`config.mk`:
```
export PLATFORM = sky130hd
export DESIGN_NAME = uies_top
export DESIGN_NICKNAME = d
export VERILOG_FILES = /design/src/hw/uies_pkg.sv /design/src/hw/uies_sync.sv /design/src/hw/uies_timeout.sv /design/src/hw/uies_top.sv
export SDC_FILE = /design/constraint.sdc
export NUM_CORES = 1
export LEC_CHECK = 0
export ABC_CLOCK_PERIOD_IN_PS = 2600
export BUFFER_PORTS_ARGS = -buffer_cell sky130_fd_sc_hd__buf_4
export CAP_MARGIN = 20
export CORE_UTILIZATION = 35
export CTS_CLUSTER_SIZE = 20
export DETAILED_ROUTE_END_ITERATION = 12
export GPL_TIMING_DRIVEN = 0
export PLACE_DENSITY = 0.68
export SLEW_MARGIN = 20
export SYNTH_ARGS = -nofsm -noshare
export SYNTH_HDL_FRONTEND = slang
export SYNTH_SLANG_ARGS = --single-unit
export TNS_END_PERCENT = 30
```
`constraint.sdc`:
```
create_clock -name clock -period 2.6 [get_ports clock]
set_clock_uncertainty 0.1 [all_clocks]
set_input_delay 0.13 -clock clock [delete_from_list [all_inputs] [get_ports clock]]
set_output_delay 0.13 -clock clock [all_outputs]
set_load 0.05 [all_outputs]
```
`src/hw/uies_pkg.sv`:
```
// Package with constants and types of the interrupt enable and status block.
//
// Behaviour
// FIFO mode: receive interrupt follows trigger level
// Data ready sets on push, clears when empty
// FIFO on, enables 0-3 clear: polled mode
// Line status bits 1-7 report errors, empties
// Enable bit 0 gates receive ready interrupt
// Enable bit 1 gates transmit ready interrupt
// Enable bit 2 gates line status interrupt
// Mode bit 6: error interrupt at FIFO entry
// Enable bit 3 gates modem status interrupt
// Enable bits 4,5 writable only when enhanced; code locks bits 4-7 unless enhanced
// Bits 6,7: RTS/CTS rising edge interrupts
// Status shows one highest pending, others queued
// Status codes encode seven priority levels
// Timeout after four chars plus twelve bits
// Transmit ready cleared by status read, write
// Line, modem reads clear their interrupts
// Host reads until level below trigger
// Xon/Xoff/special interrupts and their clearing
// Wake-up interrupt cleared by status read
// GPIO interrupt cleared by level read
// Status bit 7 FIFO on, bit 6 GPIO; code gives bit 6 as FIFO on xor GPIO pending
// Interrupt output active while anything pending
package uies_pkg;

  // ==========================================================================
  // Register offsets and reset values.
  localparam logic [2:0] uies_ofs_interrupt_enable = 3'h1;
  localparam logic [2:0] uies_ofs_interrupt_status = 3'h2;
  localparam logic [7:0] uies_rst_interrupt_enable = 8'h00;
  localparam logic [7:0] uies_rst_interrupt_status = 8'h01;
  localparam logic [7:0] uies_rst_line_status      = 8'h60;

  // ==========================================================================
  // Field positions of the enable register.
  localparam int uies_ie_rx     = 0;
  localparam int uies_ie_tx     = 1;
  localparam int uies_ie_line   = 2;
  localparam int uies_ie_modem  = 3;
  localparam int uies_ie_sleep  = 4;
  localparam int uies_ie_xoff   = 5;
  localparam int uies_ie_rts    = 6;
  localparam int uies_ie_cts    = 7;
  localparam logic [7:0] uies_ie_enhanced_mask = 8'hf0;

  // ==========================================================================
  // Field positions of the status and line status registers.
  localparam int uies_is_gpio   = 6;
  localparam int uies_is_fifo   = 7;
  localparam int uies_ls_ready  = 0;
  localparam int uies_ls_over   = 1;
  localparam int uies_ls_err_lo = 2;
  localparam int uies_ls_thr    = 5;
  localparam int uies_ls_temt   = 6;
  localparam int uies_ls_fifo   = 7;

  // ==========================================================================
  // Status codes, highest priority first.
  localparam logic [5:0] uies_code_line    = 6'h06;
  localparam logic [5:0] uies_code_timeout = 6'h0c;
  localparam logic [5:0] uies_code_rx      = 6'h04;
  localparam logic [5:0] uies_code_tx      = 6'h02;
  localparam logic [5:0] uies_code_modem   = 6'h00;
  localparam logic [5:0] uies_code_special = 6'h10;
  localparam logic [5:0] uies_code_flow    = 6'h20;
  localparam logic [5:0] uies_code_none    = 6'h01;

  // ==========================================================================
  // Receive timeout length, in characters and bits.
  localparam int unsigned uies_timeout_chars = 4;
  localparam int unsigned uies_timeout_bits  = 12;
  localparam int unsigned uies_gpio_width    = 8;

  // ==========================================================================
  // Carriers.
  typedef struct packed {
    logic [7:0] level;
    logic [7:0] trigger;
    logic       push;
    logic [2:0] push_err;
    logic       pop;
    logic       hold_load;
    logic [2:0] hold_err;
    logic       overrun;
    logic       any_err;
  } uies_rx_type;

  typedef struct packed {
    logic [7:0] level;
    logic [7:0] trigger;
    logic       holding_empty;
    logic       shift_empty;
  } uies_tx_type;

  typedef struct packed {
    logic       enhanced;
    logic       auto_rts;
    logic       auto_cts;
    logic       error_at_entry;
    logic       wake_enable;
  } uies_cfg_type;

  typedef enum logic [1:0] {
    uies_tmr_idle  = 2'b00,
    uies_tmr_count = 2'b01,
    uies_tmr_fired = 2'b11
  } uies_tmr_type;

endpackage : uies_pkg

```
`src/hw/uies_sync.sv`:
```
// Two flip-flop synchroniser for pin inputs.
`timescale 1ns/100ps
`default_nettype none
module uies_sync #(
  parameter int unsigned width = 1
) (
  input  wire logic             clock,
  input  wire logic             rst,
  input  wire logic [width-1:0] pin,
  output logic      [width-1:0] level
);

  // ==========================================================================
  // Synchroniser stages.
  logic [width-1:0] stage;

  always_ff @(posedge clock) begin
    if (rst) begin
      stage <= '0;
      level <= '0;
    end else begin
      stage <= pin;
      level <= stage;
    end
  end

endmodule : uies_sync
`default_nettype wire

```
`src/hw/uies_timeout.sv`:
```
// Receive timeout timer counting bit times while data waits.
`timescale 1ns/100ps
`default_nettype none
module uies_timeout (
  input  wire logic       clock,
  input  wire logic       rst,
  input  wire logic       bit_tick,
  input  wire logic [3:0] char_bits,
  input  wire logic       waiting,
  input  wire logic       activity,
  output logic            fire
);

  // ==========================================================================
  // Counter and state.
  uies_pkg::uies_tmr_type state;
  logic [7:0]             count;
  logic [7:0]             limit;

  assign limit = 8'(char_bits) * 8'(uies_pkg::uies_timeout_chars) + 8'(uies_pkg::uies_timeout_bits);

  always_ff @(posedge clock) begin
    if (rst) begin
      state <= uies_pkg::uies_tmr_idle;
      count <= 8'h00;
      fire  <= 1'b0;
    end else begin
      fire <= 1'b0;
      if (!waiting || activity) begin
        state <= waiting ? uies_pkg::uies_tmr_count : uies_pkg::uies_tmr_idle;
        count <= 8'h00;
      end else begin
        case (state)
          uies_pkg::uies_tmr_idle: begin
            state <= uies_pkg::uies_tmr_count;
          end
          uies_pkg::uies_tmr_count: begin
            if (bit_tick) begin
              count <= count + 8'h01;
              if (count + 8'h01 >= limit) begin
                state <= uies_pkg::uies_tmr_fired;
                fire  <= 1'b1;
              end
            end
          end
          uies_pkg::uies_tmr_fired: begin
            state <= uies_pkg::uies_tmr_fired;
          end
          default: begin
            state <= uies_pkg::uies_tmr_idle;
          end
        endcase
      end
    end
  end

endmodule : uies_timeout
`default_nettype wire

```
`src/hw/uies_top.sv`:
```
// Interrupt enable, line status and prioritised interrupt status logic.
`timescale 1ns/100ps
`default_nettype none
module uies_top (
  input  wire logic                       clock,
  input  wire logic                       rst,
  input  wire logic [2:0]                 reg_addr,
  input  wire logic                       reg_wr,
  input  wire logic                       reg_rd,
  input  wire logic [7:0]                 reg_wdata,
  input  wire logic                       line_status_rd,
  input  wire logic                       modem_status_rd,
  input  wire logic                       receive_holding_rd,
  input  wire logic                       transmit_holding_wr,
  input  wire logic                       gpio_level_rd,
  input  wire logic                       fifo_enable,
  input  wire uies_pkg::uies_rx_type      rx,
  input  wire uies_pkg::uies_tx_type      tx,
  input  wire uies_pkg::uies_cfg_type     cfg,
  input  wire logic [3:0]                 modem_status,
  input  wire logic                       bit_tick,
  input  wire logic [3:0]                 char_bits,
  input  wire logic                       rts_out,
  input  wire logic                       cts_pin,
  input  wire logic                       xon_match,
  input  wire logic                       xoff_match,
  input  wire logic                       special_match,
  input  wire logic                       wake_event,
  input  wire logic [7:0]                 gpio_pin,
  input  wire logic [7:0]                 gpio_int_enable,
  input  wire logic [7:0]                 gpio_inversion,
  output logic [7:0]                      interrupt_enable,
  output logic [7:0]                      interrupt_status,
  output logic [7:0]                      line_status,
  output logic                            polled_mode,
  output logic                            sleep_enable,
  output logic                            irq
);

  // ==========================================================================
  // Priority encoder over the pending sources.
  function automatic logic [5:0] uies_encode(input logic [6:0] pend);
    logic [5:0] code;
    code = uies_pkg::uies_code_none;
    if (pend[0]) begin
      code = uies_pkg::uies_code_line;
    end else if (pend[1]) begin
      code = uies_pkg::uies_code_timeout;
    end else if (pend[2]) begin
      code = uies_pkg::uies_code_rx;
    end else if (pend[3]) begin
      code = uies_pkg::uies_code_tx;
    end else if (pend[4]) begin
      code = uies_pkg::uies_code_modem;
    end else if (pend[5]) begin
      code = uies_pkg::uies_code_special;
    end else if (pend[6]) begin
      code = uies_pkg::uies_code_flow;
    end
    return code;
  endfunction : uies_encode

  // ==========================================================================
  // Pin synchronisers and edge history.
  logic       cts_sync;
  logic [7:0] gpio_sync;
  logic       cts_prev;
  logic       rts_prev;
  logic [7:0] gpio_prev;
  logic       tx_below_prev;
  logic       timeout_fire;

  uies_sync #(.width(1)) u_cts_sync (
    .clock (clock),
    .rst   (rst),
    .pin   (cts_pin),
    .level (cts_sync)
  );

  uies_sync #(.width(uies_pkg::uies_gpio_width)) u_gpio_sync (
    .clock (clock),
    .rst   (rst),
    .pin   (gpio_pin),
    .level (gpio_sync)
  );

  uies_timeout u_timeout (
    .clock     (clock),
    .rst       (rst),
    .bit_tick  (bit_tick),
    .char_bits (char_bits),
    .waiting   (rx.level != 8'h00),
    .activity  (rx.push | rx.pop),
    .fire      (timeout_fire)
  );

  // ==========================================================================
  // Access decode and combinational event terms.
  logic       ie_write;
  logic       is_read;
  logic       rx_level_pend;
  logic       tx_below;
  logic       tx_event;
  logic       line_event;
  logic [7:0] gpio_active;
  logic [7:0] gpio_rise;
  logic       flow_event;
  logic [6:0] pend;
  logic [5:0] current_code;
  logic       gpio_pend;

  assign ie_write = reg_wr && (reg_addr == uies_pkg::uies_ofs_interrupt_enable);
  assign is_read  = reg_rd && (reg_addr == uies_pkg::uies_ofs_interrupt_status);

  // Receive ready is a level: trigger reached in FIFO mode, a character held otherwise.
  assign rx_level_pend = fifo_enable ? (rx.level >= rx.trigger) : (rx.level != 8'h00);

  assign tx_below = fifo_enable ? (tx.level < tx.trigger) || (tx.level == 8'h00) : tx.holding_empty;
  // Falling below the trigger, emptying, or enabling while already below the trigger or empty.
  assign tx_event = (tx_below && !tx_below_prev)
                  || (ie_write && reg_wdata[uies_pkg::uies_ie_tx]
                      && !interrupt_enable[uies_pkg::uies_ie_tx] && tx_below);

  // Overrun at once; character errors at entry or at the holding position.
  assign line_event = rx.overrun
                    || (cfg.error_at_entry ? (rx.push && (rx.push_err != 3'h0))
                                           : (rx.hold_load && (rx.hold_err != 3'h0)));

  assign gpio_active = (gpio_sync ^ gpio_inversion) & gpio_int_enable;
  assign gpio_rise   = gpio_active & ~gpio_prev;

  assign flow_event = (interrupt_enable[uies_pkg::uies_ie_rts] && cfg.auto_rts && rts_out && !rts_prev)
                    || (interrupt_enable[uies_pkg::uies_ie_cts] && cfg.auto_cts && cts_sync && !cts_prev);

  // ==========================================================================
  // Edge history.
  always_ff @(posedge clock) begin
    if (rst) begin
      cts_prev      <= 1'b0;
      rts_prev      <= 1'b0;
      gpio_prev     <= 8'hff;
      tx_below_prev <= 1'b1;
    end else begin
      cts_prev      <= cts_sync;
      rts_prev      <= rts_out;
      gpio_prev     <= gpio_active;
      tx_below_prev <= tx_below;
    end
  end

  // ==========================================================================
  // Enable register.
  always_ff @(posedge clock) begin
    if (rst) begin
      interrupt_enable <= uies_pkg::uies_rst_interrupt_enable;
    end else if (ie_write) begin
      if (cfg.enhanced) begin
        interrupt_enable <= reg_wdata;
      end else begin
        interrupt_enable <= (reg_wdata & ~uies_pkg::uies_ie_enhanced_mask)
                          | (interrupt_enable & uies_pkg::uies_ie_enhanced_mask);
      end
    end
  end

  // ==========================================================================
  // Line status register.
  logic data_ready;
  logic overrun_flag;

  always_ff @(posedge clock) begin
    if (rst) begin
      data_ready <= 1'b0;
    end else if (rx.push) begin
      data_ready <= 1'b1;
    end else if (rx.level == 8'h00) begin
      data_ready <= 1'b0;
    end
  end

  always_ff @(posedge clock) begin
    if (rst) begin
      overrun_flag <= 1'b0;
    end else if (rx.overrun) begin
      overrun_flag <= 1'b1;
    end else if (line_status_rd) begin
      overrun_flag <= 1'b0;
    end
  end

  always_ff @(posedge clock) begin
    if (rst) begin
      line_status <= uies_pkg::uies_rst_line_status;
    end else begin
      line_status[uies_pkg::uies_ls_ready]                       <= data_ready;
      line_status[uies_pkg::uies_ls_over]                        <= overrun_flag;
      line_status[uies_pkg::uies_ls_err_lo+2:uies_pkg::uies_ls_err_lo] <= rx.hold_err;
      line_status[uies_pkg::uies_ls_thr]                         <= tx.holding_empty;
      line_status[uies_pkg::uies_ls_temt]                        <= tx.holding_empty && tx.shift_empty;
      line_status[uies_pkg::uies_ls_fifo]                        <= rx.any_err;
    end
  end

  // ==========================================================================
  // Sticky interrupt sources; a new event wins over a clear in the same cycle.
  logic line_pend;
  logic timeout_pend;
  logic tx_pend;
  logic xonoff_pend;
  logic special_pend;
  logic flow_pend;
  logic wake_pend;
  logic gpio_flag;
  logic read_tx;
  logic read_special;

  assign read_tx      = is_read && (current_code == uies_pkg::uies_code_tx);
  assign read_special = is_read && (current_code == uies_pkg::uies_code_special);

  always_ff @(posedge clock) begin
    if (rst) begin
      line_pend <= 1'b0;
    end else if (line_event) begin
      line_pend <= 1'b1;
    end else if (line_status_rd) begin
      line_pend <= 1'b0;
    end
  end

  always_ff @(posedge clock) begin
    if (rst) begin
      timeout_pend <= 1'b0;
    end else if (timeout_fire) begin
      timeout_pend <= 1'b1;
    end else if (receive_holding_rd) begin
      timeout_pend <= 1'b0;
    end
  end

  always_ff @(posedge clock) begin
    if (rst) begin
      tx_pend <= 1'b0;
    end else if (tx_event) begin
      tx_pend <= 1'b1;
    end else if (read_tx || transmit_holding_wr) begin
      tx_pend <= 1'b0;
    end
  end

  always_ff @(posedge clock) begin
    if (rst) begin
      xonoff_pend <= 1'b0;
    end else if (xon_match || xoff_match) begin
      xonoff_pend <= 1'b1;
    end else if (read_special) begin
      xonoff_pend <= 1'b0;
    end
  end

  always_ff @(posedge clock) begin
    if (rst) begin
      special_pend <= 1'b0;
    end else if (special_match) begin
      special_pend <= 1'b1;
    end else if (read_special || rx.push) begin
      special_pend <= 1'b0;
    end
  end

  always_ff @(posedge clock) begin
    if (rst) begin
      flow_pend <= 1'b0;
    end else if (flow_event) begin
      flow_pend <= 1'b1;
    end else if (modem_status_rd) begin
      flow_pend <= 1'b0;
    end
  end

  always_ff @(posedge clock) begin
    if (rst) begin
      wake_pend <= 1'b0;
    end else if (wake_event && cfg.wake_enable) begin
      wake_pend <= 1'b1;
    end else if (is_read) begin
      wake_pend <= 1'b0;
    end
  end

  always_ff @(posedge clock) begin
    if (rst) begin
      gpio_flag <= 1'b0;
    end else if (gpio_rise != 8'h00) begin
      gpio_flag <= 1'b1;
    end else if (gpio_level_rd) begin
      gpio_flag <= 1'b0;
    end
  end

  // ==========================================================================
  // Masking and priority.
  assign pend[0] = interrupt_enable[uies_pkg::uies_ie_line] && line_pend;
  assign pend[1] = interrupt_enable[uies_pkg::uies_ie_rx] && timeout_pend && fifo_enable;
  assign pend[2] = interrupt_enable[uies_pkg::uies_ie_rx] && rx_level_pend;
  assign pend[3] = interrupt_enable[uies_pkg::uies_ie_tx] && tx_pend;
  assign pend[4] = interrupt_enable[uies_pkg::uies_ie_modem] && (modem_status != 4'h0);
  assign pend[5] = cfg.enhanced && ((interrupt_enable[uies_pkg::uies_ie_xoff] && xonoff_pend)
                                    || special_pend);
  assign pend[6] = cfg.enhanced && flow_pend;
  assign gpio_pend = gpio_flag;

  assign current_code = uies_encode(pend);

  // ==========================================================================
  // Status register, frozen while a read is under way.
  always_ff @(posedge clock) begin
    if (rst) begin
      interrupt_status <= uies_pkg::uies_rst_interrupt_status;
    end else if (!is_read) begin
      interrupt_status[5:0]                   <= current_code;
      interrupt_status[uies_pkg::uies_is_fifo] <= fifo_enable;
      interrupt_status[uies_pkg::uies_is_gpio] <= fifo_enable ^ gpio_pend;
    end
  end

  // ==========================================================================
  // Mode outputs and interrupt line.
  always_ff @(posedge clock) begin
    if (rst) begin
      polled_mode  <= 1'b0;
      sleep_enable <= 1'b0;
    end else begin
      polled_mode  <= fifo_enable && (interrupt_enable[3:0] == 4'h0);
      sleep_enable <= interrupt_enable[uies_pkg::uies_ie_sleep];
    end
  end

  always_ff @(posedge clock) begin
    if (rst) begin
      irq <= 1'b0;
    end else begin
      irq <= (pend != 7'h00) || wake_pend || gpio_pend;
    end
  end

endmodule : uies_top
`default_nettype wire

```
==> impl_metrics.prom, run 1 <==
# TYPE chip_impl_metric gauge
chip_impl_info{name="run_status",value="completed"} 1
chip_impl_metric{name="num_io_pins",unit=""} 137
chip_impl_metric{name="synth_seq_cells",unit=""} 77
chip_impl_metric{name="required_time_of_the_critical_path",unit="ps"} 2780
chip_impl_info{name="cts.root.buffer_cell",value="sky130_fd_sc_hd__clkbuf_8"} 1
chip_impl_metric{name="ir_drop",unit="uV"} 356
chip_impl_metric{name="drv_cap",unit=""} 0
chip_impl_info{name="worst_hold_path_type",value="input port to flop"} 1
chip_impl_metric{name="cp_max_fanout",unit=""} 4
chip_impl_metric{name="total_number_of_yosys_warnings",unit=""} 0
chip_impl_metric{name="cpPeakStageDelay",unit="ps"} 400
chip_impl_info{name="critical-path-top-cell-by-count",value="sky130_fd_sc_hd__ha_1"} 1
chip_impl_metric{name="timing.final.hold_violations",unit=""} 0
chip_impl_metric{name="synthXorXnorAreaFrac",unit=""} 0.0557
chip_impl_metric{name="average_wire_per_cell_in_the_routed_design",unit="um"} 13.6
chip_impl_metric{name="post_route_cells_drive_above_1_share",unit=""} 0.279
chip_impl_metric{name="wl",unit="um"} 9530
chip_impl_info{name="post-synth-top-area-cell",value="sky130_fd_sc_hd__dfxtp_1"} 1
chip_impl_metric{name="die-width",unit="um"} 101
chip_impl_metric{name="post-route-min-period",unit="ps"} 2190
chip_impl_metric{name="grt_max_degree",unit=""} 14
chip_impl_metric{name="postSynthNetCount",unit=""} 509
chip_impl_info{name="endpoint_kind",value="flop"} 1
chip_impl_metric{name="multi_input_area",unit="um^2"} 1780
chip_impl_metric{name="grt_pass1_vias",unit=""} 3335
chip_impl_metric{name="setup_viol",unit=""} 0
chip_impl_metric{name="timing_max_transition_violations_final",unit=""} 0
chip_impl_metric{name="final-seq-area",unit="um^2"} 1540
chip_impl_metric{name="floorplan.core_area",unit="um^2"} 9420
chip_impl_info{name="synth_most_common_cell",value="sky130_fd_sc_hd__dfxtp_1"} 1
chip_impl_metric{name="synthDistinctLibCells",unit=""} 51
chip_impl_info{name="synthTopCellsByArea",value="sky130_fd_sc_hd__dfxtp_1, sky130_fd_sc_hd__ha_1, sky130_fd_sc_hd__nor2b_1"} 1
chip_impl_info{name="startpoint_type",value="flop"} 1
chip_impl_info{name="clock_tree_from_tritoncts",value="built"} 1
chip_impl_metric{name="routed-via-count",unit=""} 3339
chip_impl_info{name="synth_commonest_cells",value="sky130_fd_sc_hd__dfxtp_1, sky130_fd_sc_hd__nand2_1, sky130_fd_sc_hd__nor2_1"} 1
chip_impl_metric{name="synth-edff-count",unit=""} 0
chip_impl_metric{name="met1_usage",unit=""} 0.215
chip_impl_metric{name="yosys-mux-area-fraction",unit=""} 0.0145
chip_impl_metric{name="cts_buffer_depth",unit=""} 2
chip_impl_metric{name="buffer_ports.inserted",unit=""} 134
chip_impl_metric{name="first_pass_iters",unit=""} 4
chip_impl_metric{name="grt_usage",unit=""} 0.191
chip_impl_metric{name="finalHoldWorstSlack",unit="ps"} 11.7
chip_impl_metric{name="syn-mean-instance-area",unit="um^2"} 9.21
chip_impl_info{name="dominantRegCellSynth",value="sky130_fd_sc_hd__dfxtp_1"} 1
chip_impl_metric{name="postSynth.asyncResetShare",unit=""} 0
chip_impl_metric{name="final_critical_path_setup_slack",unit="ps"} 409
chip_impl_metric{name="synth_simple_gate_area_frac",unit=""} 0.228
chip_impl_metric{name="finalWeightedCongestion",unit=""} 0.794
chip_impl_info{name="timing.critical_path.cells",value="ha_1, nand3_1, xnor2_1, ha_1, nand2_1, o211a_1, o22ai_1, a21oi_1, nor3b_1"} 1
chip_impl_info{name="dominant_combinational_cell_family_by_area_after_synthesis",value="simple AND/OR/NAND/NOR gates"} 1
chip_impl_metric{name="drt-initial-drc-count",unit=""} 84
chip_impl_metric{name="post-route-period-util",unit=""} 0.843
chip_impl_metric{name="yosys.area_share.adder",unit=""} 0.0831
chip_impl_metric{name="synth_area",unit="um^2"} 3460
chip_impl_info{name="critPathSlowestCell",value="sky130_fd_sc_hd__dfxtp_1"} 1
chip_impl_metric{name="die_height",unit="um"} 101
chip_impl_metric{name="number_of_nets_with_antenna_violations_after_routing",unit=""} 0
chip_impl_metric{name="area_fraction_in_compound_gates_after_synthesis",unit=""} 0.133
chip_impl_metric{name="route.detailed.drc",unit=""} 0
chip_impl_metric{name="htreeDepth",unit=""} 3
chip_impl_metric{name="netlist.area_leader.share",unit=""} 0.445
chip_impl_metric{name="p_leak",unit="uW"} 0.00237
chip_impl_metric{name="floorplan.initialDensity",unit=""} 0.368
chip_impl_metric{name="fp.dieArea",unit="um^2"} 10300
chip_impl_info{name="rsz0062_at_grt",value="no"} 1
chip_impl_metric{name="layout.filler_cells",unit=""} 850
chip_impl_metric{name="cts-buffers-inserted",unit=""} 9
chip_impl_info{name="grt_busiest_layer",value="met2"} 1
chip_impl_metric{name="finish.net_count",unit=""} 703
chip_impl_metric{name="grt_antenna_before_repair",unit=""} 0
chip_impl_info{name="path_class",value="flop to flop"} 1
chip_impl_metric{name="timing.setup.tns",unit="ps"} 0
chip_impl_metric{name="aggregate_global_routing_overflow",unit=""} 0
chip_impl_metric{name="cts.reportedPaths.clkPinSlew",unit="ps"} 80
chip_impl_metric{name="grt_pass1_wl",unit="um"} 15100
chip_impl_metric{name="grtUsageMet3",unit=""} 0.0435
chip_impl_metric{name="max-slew-margin-rel",unit=""} 0.581
chip_impl_metric{name="antennaDiodeCount",unit=""} 0
chip_impl_metric{name="vias_per_cell",unit=""} 4.75
chip_impl_metric{name="power.density_cell_area",unit="nW/um^2"} 508
chip_impl_metric{name="clock_sinks",unit=""} 77
chip_impl_metric{name="clock.fmax",unit="MHz"} 456
chip_impl_metric{name="hpwl",unit="um"} 6900
chip_impl_metric{name="placement_rows",unit=""} 35
chip_impl_metric{name="flow.area_growth_from_synthesis",unit="%"} 54.0
chip_impl_metric{name="post_cts_buffers",unit=""} 0
chip_impl_metric{name="place_ws",unit="ps"} 398
chip_impl_metric{name="clk-insertion-delay-late",unit="ps"} 350
chip_impl_metric{name="cp.arrival",unit="ps"} 2370
chip_impl_metric{name="gr-usage-met2",unit=""} 0.344
chip_impl_metric{name="seq_area_frac_synth",unit=""} 0.445
chip_impl_metric{name="synthesized_instance_count",unit=""} 376
chip_impl_metric{name="worstMarginPinSlew",unit="ps"} 629
## placed cells by master (no fill, tap or decap), types with 3 or more instances in the layout
cell	synthesis	layout
sky130_fd_sc_hd__nand3b_1	4	4
sky130_fd_sc_hd__nor2_1	31	31
sky130_fd_sc_hd__buf_4	0	134
sky130_fd_sc_hd__a21oi_1	19	19
sky130_fd_sc_hd__nand2_1	33	33
sky130_fd_sc_hd__o21ai_0	9	9
sky130_fd_sc_hd__nand4b_1	3	3
sky130_fd_sc_hd__nand3_1	8	8
sky130_fd_sc_hd__ha_1	23	23
sky130_fd_sc_hd__mux2i_1	5	5
sky130_fd_sc_hd__dlygate4sd3_1	0	49
sky130_fd_sc_hd__xor2_1	12	12
sky130_fd_sc_hd__clkbuf_1	11	11
sky130_fd_sc_hd__a311oi_1	4	4
sky130_fd_sc_hd__o22ai_1	6	6
sky130_fd_sc_hd__xnor2_1	10	10
sky130_fd_sc_hd__nor3b_1	4	4
sky130_fd_sc_hd__or2_2	3	3
sky130_fd_sc_hd__clkbuf_8	0	9
sky130_fd_sc_hd__or4_1	3	3
sky130_fd_sc_hd__nor2b_1	28	28
sky130_fd_sc_hd__nand2b_1	11	11
sky130_fd_sc_hd__nor3_1	8	8
sky130_fd_sc_hd__a211oi_1	3	3
sky130_fd_sc_hd__inv_1	24	24
sky130_fd_sc_hd__dfxtp_1	77	77
## state kept, by name, summed over array words and instances, names as in the netlist, 2 cells and up
| signal | flops |
|---|---|
| interrupt_enable | 8 |
| u_timeout.state | 2 |
| gpio_prev | 8 |
| line_status | 8 |
| u_gpio_sync.level | 8 |
| u_gpio_sync.stage | 8 |
| interrupt_status | 8 |
| u_timeout.count | 8 |
## area by class of cell
| class | count | area share |
|---|---|---|
| buffer | 13 | 0.00939 |
| sequential | 77 | 0.289 |
| inverter | 24 | 0.0169 |
| multi-input combinational | 262 | 0.334 |
| clock inverter | 6 | 0.0167 |
| clock buffer | 9 | 0.0232 |
| tap | 129 | 0.0303 |
| timing repair buffer | 183 | 0.281 |
## cells by family (layout without fill, tap and decap cells)
kind of cell               count (synthesis)  in the layout
and+or+nand+nor                          147            147
DFF                                       77             77
AOI/OAI and AO/OA                         65             65
buffers and inverters                     37            235
adders and majority gates                 23             23
xor gates and xnor gates                  22             22
muxes                                      5              5
## where the power goes
group	leakage, uW	switching, uW	internal, uW
combinational	0.00163	224	257
clock	0.000101	439	535
sequential	0.000634	22.8	1230
## worst paths after layout
path	start	end	slack, ps	depth (start not counted)
min	gpio_inversion[5]	gpio_prev[5]	10	4
min reg2reg	u_gpio_sync.stage[3]	u_gpio_sync.level[3]	340	1
max	u_timeout.count[0]	u_timeout.state[1]	410	9
max reg2reg	u_timeout.count[0]	u_timeout.state[1]	410	9
## worst max-delay path, delay by kind of cell (launching register included)
kind	cells	cell delay, ps
AO/OA/AOI/OAI	3	540
XOR/XNOR	1	170
adder cells (fa/ha/maj)	2	530
flip-flops	1	400
AND/OR/NAND/NOR	3	400
## what timing repair did
item                                   4_1_cts  5_1_grt
resized for setup                            0        0
hold buffers                                49        0
endpoints found under the hold margin       40        0
## per-layer routing
metal | share of wire | vias to the layer above | wire, um
met5 | 0 | - | 0
met4 | 0.024 | 0 | 230
met3 | 0.051 | 17 | 484
met2 | 0.51 | 98 | 4820
met1 | 0.42 | 1539 | 4000
li1 | - | 1685 | -
## stage by stage
step / power (uW) / area [um^2] / util / std cells
2_1_floorplan: 1490 / 3460 / - / 376
3_3_place_gp: 1690 / 4630 / 0.492 / 639
3_5_place_dp: 1700 / 4630 / 0.492 / 639
4_1_cts: 2720 / 5330 / 0.566 / 703
5_1_grt: 2820 / 5330 / 0.566 / 703
6_report: 2710 / 5330 / 0.566 / 703
No activity file was read; power rests on OpenSTA's default activity.
==> inputs of run 2 (changes only) <==
- ABC_AREA: default -> 1
- ABC_CLOCK_PERIOD_IN_PS: 2600 -> 2020
- PLACE_DENSITY: 0.68 -> 0.67
- clock period: 2.6 -> 2.02 ns (I/O delays scaled with it)
==> run 2 against run 1 <==
  * Clock power rose by 10%
  * Synthesized cell count increased by 29%
  * Global-route usage increased by 0.31 points
  * Sequential share of layout area is 1.5 points lower
  * Final area up 5.4%
  * Combinational power rose by 45%
  * Register-to-register slack worse by 380 ps
  * Routed wire length up 5.5%
  * Critical endpoint unchanged
  * Largest cell class is now buffers
  * Highest routed layer unchanged
==> impl_metrics.prom, run 2 <==
# TYPE chip_impl_metric gauge
chip_impl_metric{name="finish.net_count",unit=""} 833
chip_impl_metric{name="cts_buffer_depth",unit=""} 2
chip_impl_metric{name="post_cts_buffers",unit=""} 0
chip_impl_info{name="cts.root.buffer_cell",value="sky130_fd_sc_hd__clkbuf_8"} 1
chip_impl_metric{name="cp_num_buf_inv",unit=""} 0
chip_impl_metric{name="timing.final.hold_violations",unit=""} 0
chip_impl_metric{name="fp.dieArea",unit="um^2"} 10600
chip_impl_metric{name="clk-insertion-delay-late",unit="ps"} 340
chip_impl_metric{name="wl",unit="um"} 10100
chip_impl_metric{name="layout.filler_cells",unit=""} 918
chip_impl_metric{name="setup_viol",unit=""} 0
chip_impl_metric{name="power.density_cell_area",unit="nW/um^2"} 603
chip_impl_metric{name="required_time_of_the_critical_path",unit="ps"} 2160
chip_impl_metric{name="average_wire_per_cell_in_the_routed_design",unit="um"} 12.0
chip_impl_metric{name="routed-via-count",unit=""} 3726
chip_impl_info{name="rsz0062_at_grt",value="yes"} 1
chip_impl_metric{name="seq_area_frac_synth",unit=""} 0.431
chip_impl_metric{name="synthesized_instance_count",unit=""} 486
chip_impl_metric{name="clock.fmax",unit="MHz"} 502
chip_impl_metric{name="reg2reg_slack",unit="ps"} 30
chip_impl_metric{name="postSynthNetCount",unit=""} 619
chip_impl_info{name="post-synth-top-area-cell",value="sky130_fd_sc_hd__dfxtp_1"} 1
chip_impl_metric{name="first_pass_iters",unit=""} 4
chip_impl_metric{name="synth-edff-count",unit=""} 0
chip_impl_metric{name="timing.setup.tns",unit="ps"} 0
chip_impl_metric{name="p_clk_frac",unit=""} 0.316
chip_impl_metric{name="cpPeakStageDelay",unit="ps"} 350
chip_impl_info{name="critical-path-top-cell-by-count",value="sky130_fd_sc_hd__nand2_1"} 1
chip_impl_metric{name="placement_rows",unit=""} 36
chip_impl_metric{name="antennaDiodeCount",unit=""} 0
chip_impl_metric{name="multi_input_area",unit="um^2"} 1650
chip_impl_metric{name="r2r.worst_path.cells",unit=""} 12
chip_impl_metric{name="synthDistinctLibCells",unit=""} 36
chip_impl_info{name="synth_commonest_cells",value="sky130_fd_sc_hd__inv_1, sky130_fd_sc_hd__nand2_1, sky130_fd_sc_hd__nor2_1"} 1
chip_impl_metric{name="die-width",unit="um"} 103
chip_impl_metric{name="grt_usage",unit=""} 0.195
chip_impl_info{name="synth_most_common_cell",value="sky130_fd_sc_hd__inv_1"} 1
chip_impl_metric{name="synth_area",unit="um^2"} 3570
chip_impl_metric{name="cp.arrival",unit="ps"} 2130
chip_impl_metric{name="finalWeightedCongestion",unit=""} 0.795
chip_impl_metric{name="grt_pass1_vias",unit=""} 3747
chip_impl_metric{name="postSynth.asyncResetShare",unit=""} 0
chip_impl_metric{name="p_seq_frac",unit=""} 0.479
chip_impl_metric{name="post-route-min-period",unit="ps"} 1990
chip_impl_metric{name="netlist.area_leader.share",unit=""} 0.431
chip_impl_info{name="critical-path-top-delay-family",value="adder cells"} 1
chip_impl_metric{name="post_route_cells_drive_above_1_share",unit=""} 0.247
chip_impl_metric{name="floorplan.initialDensity",unit=""} 0.364
chip_impl_metric{name="aggregate_global_routing_overflow",unit=""} 0
chip_impl_metric{name="floorplan.core_area",unit="um^2"} 9820
chip_impl_metric{name="cts.reportedPaths.clkPinSlew",unit="ps"} 90
chip_impl_metric{name="place_ws",unit="ps"} 60.4
chip_impl_metric{name="num_io_pins",unit=""} 137
chip_impl_metric{name="grt_antenna_before_repair",unit=""} 0
chip_impl_metric{name="worstMarginPinSlew",unit="ps"} 515
chip_impl_metric{name="net-switching-power",unit="uW"} 973
chip_impl_metric{name="cp_max_fanout",unit=""} 4
chip_impl_metric{name="final_critical_path_setup_slack",unit="ps"} 26.4
chip_impl_metric{name="timing_max_transition_violations_final",unit=""} 0
chip_impl_metric{name="switching_fraction_of_total_power",unit=""} 0.287
chip_impl_metric{name="hpwl",unit="um"} 7250
chip_impl_metric{name="cts-buffers-inserted",unit=""} 9
chip_impl_metric{name="syn-mean-instance-area",unit="um^2"} 7.35
chip_impl_info{name="timing.hold.worst.start",value="gpio_inversion[3]"} 1
chip_impl_metric{name="htreeDepth",unit=""} 3
chip_impl_metric{name="buffer_ports.inserted",unit=""} 136
chip_impl_metric{name="p_leak",unit="uW"} 0.00282
chip_impl_info{name="synthTopCellsByArea",value="sky130_fd_sc_hd__dfxtp_1, sky130_fd_sc_hd__inv_1, sky130_fd_sc_hd__nand2_1"} 1
chip_impl_info{name="regToRegStartpoint",value="u_timeout.count[0]"} 1
chip_impl_metric{name="grt_pass1_wl",unit="um"} 15800
chip_impl_info{name="worst_hold_path_type",value="input port to flop"} 1
chip_impl_metric{name="drt-initial-drc-count",unit=""} 91
chip_impl_info{name="clock_tree_from_tritoncts",value="built"} 1
chip_impl_metric{name="power.share.combinational",unit=""} 0.205
chip_impl_metric{name="final-seq-area",unit="um^2"} 1540
chip_impl_info{name="critPathSlowestCell",value="sky130_fd_sc_hd__dfxtp_1"} 1
chip_impl_metric{name="max-slew-margin-rel",unit=""} 0.657
chip_impl_metric{name="ir_drop",unit="uV"} 390
chip_impl_metric{name="power.internal",unit="uW"} 2420
chip_impl_info{name="startpoint_type",value="flop"} 1
chip_impl_info{name="path_class",value="flop to flop"} 1
chip_impl_info{name="timing.critical_path.cells",value="ha_1, xnor2_1, ha_1, nand2_1, nand2_1, a21o_1, a21oi_1, o21bai_1, nand2_1, nand2_1, nand2_1, a21oi_1"} 1
chip_impl_info{name="dominantRegCellSynth",value="sky130_fd_sc_hd__dfxtp_1"} 1
chip_impl_metric{name="route.detailed.drc",unit=""} 0
chip_impl_metric{name="flow.area_growth_from_synthesis",unit="%"} 57.3
chip_impl_metric{name="total_number_of_yosys_warnings",unit=""} 0
chip_impl_metric{name="drv_cap",unit=""} 0
chip_impl_metric{name="synth_seq_cells",unit=""} 77
chip_impl_metric{name="number_of_nets_with_antenna_violations_after_routing",unit=""} 0
chip_impl_info{name="critical_path.startpoint",value="u_timeout.count[0]"} 1
chip_impl_metric{name="vias_per_cell",unit=""} 4.45
chip_impl_info{name="layout_commonest_cell",value="sky130_fd_sc_hd__buf_4"} 1
chip_impl_metric{name="die_height",unit="um"} 103
chip_impl_info{name="leading_cell_types_in_the_layout_fill_and_taps_excluded",value="sky130_fd_sc_hd__buf_4, sky130_fd_sc_hd__inv_1, sky130_fd_sc_hd__nand2_1"} 1
chip_impl_info{name="rr_endpoint",value="u_timeout.state[1]"} 1
chip_impl_metric{name="post-route-period-util",unit=""} 0.987
chip_impl_metric{name="timing.hold.worst_path_depth",unit=""} 5
chip_impl_info{name="run_status",value="completed"} 1
chip_impl_metric{name="grt_max_degree",unit=""} 16
chip_impl_info{name="min_delay_worst_endpoint",value="gpio_prev[3]"} 1
chip_impl_info{name="endpoint_kind",value="flop"} 1
chip_impl_metric{name="clock_sinks",unit=""} 77
==> run 2: power by group through the flow <==
stage	Clock (uW)	Sequential, uW	Combinational, uW
2_1_floorplan	0	1740	226
3_3_place_gp	0	1650	573
3_5_place_dp	0	1660	589
4_1_cts	1110	1620	696
5_1_grt	1170	1630	771
6_report	1070	1620	696
==> run 2: worst max-delay path by stage <==
stage	endpoint	slack [ps]	cells after the start
finish	u_timeout.state[1]	30	12
global route	u_timeout.fire	-100	12
CTS	u_timeout.fire	40	12
detailed placement	u_timeout.state[1]	60	12
global placement	u_timeout.fire	100	12
floorplan	u_timeout.state[1]	240	12
==> run 2: layer usage <==
layer | GRT usage | part of all wire
met5 | 0 | 0
met4 | 0.0769 | 0.015
met3 | 0.0420 | 0.056
met2 | 0.370 | 0.52
met1 | 0.208 | 0.41
==> run 2: layout make-up <==
| type | instances | area share |
|---|---|---|
| clock inverters | 7 | 0.0105 |
| inverters | 91 | 0.0608 |
| repair buffers | 203 | 0.301 |
| multi-input cells | 308 | 0.293 |
| flip-flops and latches | 77 | 0.274 |
| well taps | 133 | 0.0296 |
| plain buffers | 10 | 0.00890 |
| clock buffers | 9 | 0.0220 |
==> run 2: through the flow <==
stage                     cell area [um^2]  hold WS [ps]  total power (uW)  instances   util
after floorplan                       3570          83.4              1960        486      -
after global placement                4760           193              2230        755  0.485
after detailed placement              4760           209              2250        755  0.485
after CTS                             5620          1.74              3430        839  0.573
after global routing                  5620          41.5              3570        838  0.573
final                                 5620          44.2              3390        838  0.573
==> run 2: logic make-up (layout without fill, tap and decap cells) <==
| kind of cell | after synthesis | after routing | share of synthesized area |
|---|---|---|---|
| AOI/OAI and AO/OA | 65 | 65 | 0.102 |
| xor gates and xnor gates | 11 | 11 | 0.0270 |
| adders and majority gates | 23 | 23 | 0.0805 |
| buffers and inverters | 101 | 320 | 0.110 |
| DFF | 77 | 77 | 0.431 |
| and+or+nand+nor | 209 | 209 | 0.250 |
==> run 2: repair_timing <==
action / in CTS / in global routing
endpoints found under the setup margin: 0 / 5
hold endpoints to repair: 54 / 0
gates resized for setup: 0 / 1
hold buffers: 68 / 0
==> run 2: worst register-to-register path: stages, from the launching register on <==
cell and delay [ps]:
sky130_fd_sc_hd__dfxtp_1 350, sky130_fd_sc_hd__ha_1 230, sky130_fd_sc_hd__xnor2_1 210, sky130_fd_sc_hd__ha_1 280
sky130_fd_sc_hd__nand2_1 70, sky130_fd_sc_hd__nand2_1 40, sky130_fd_sc_hd__a21o_1 160, sky130_fd_sc_hd__a21oi_1 130
sky130_fd_sc_hd__o21bai_1 70, sky130_fd_sc_hd__nand2_1 60, sky130_fd_sc_hd__nand2_1 80, sky130_fd_sc_hd__nand2_1 70
sky130_fd_sc_hd__a21oi_1 50
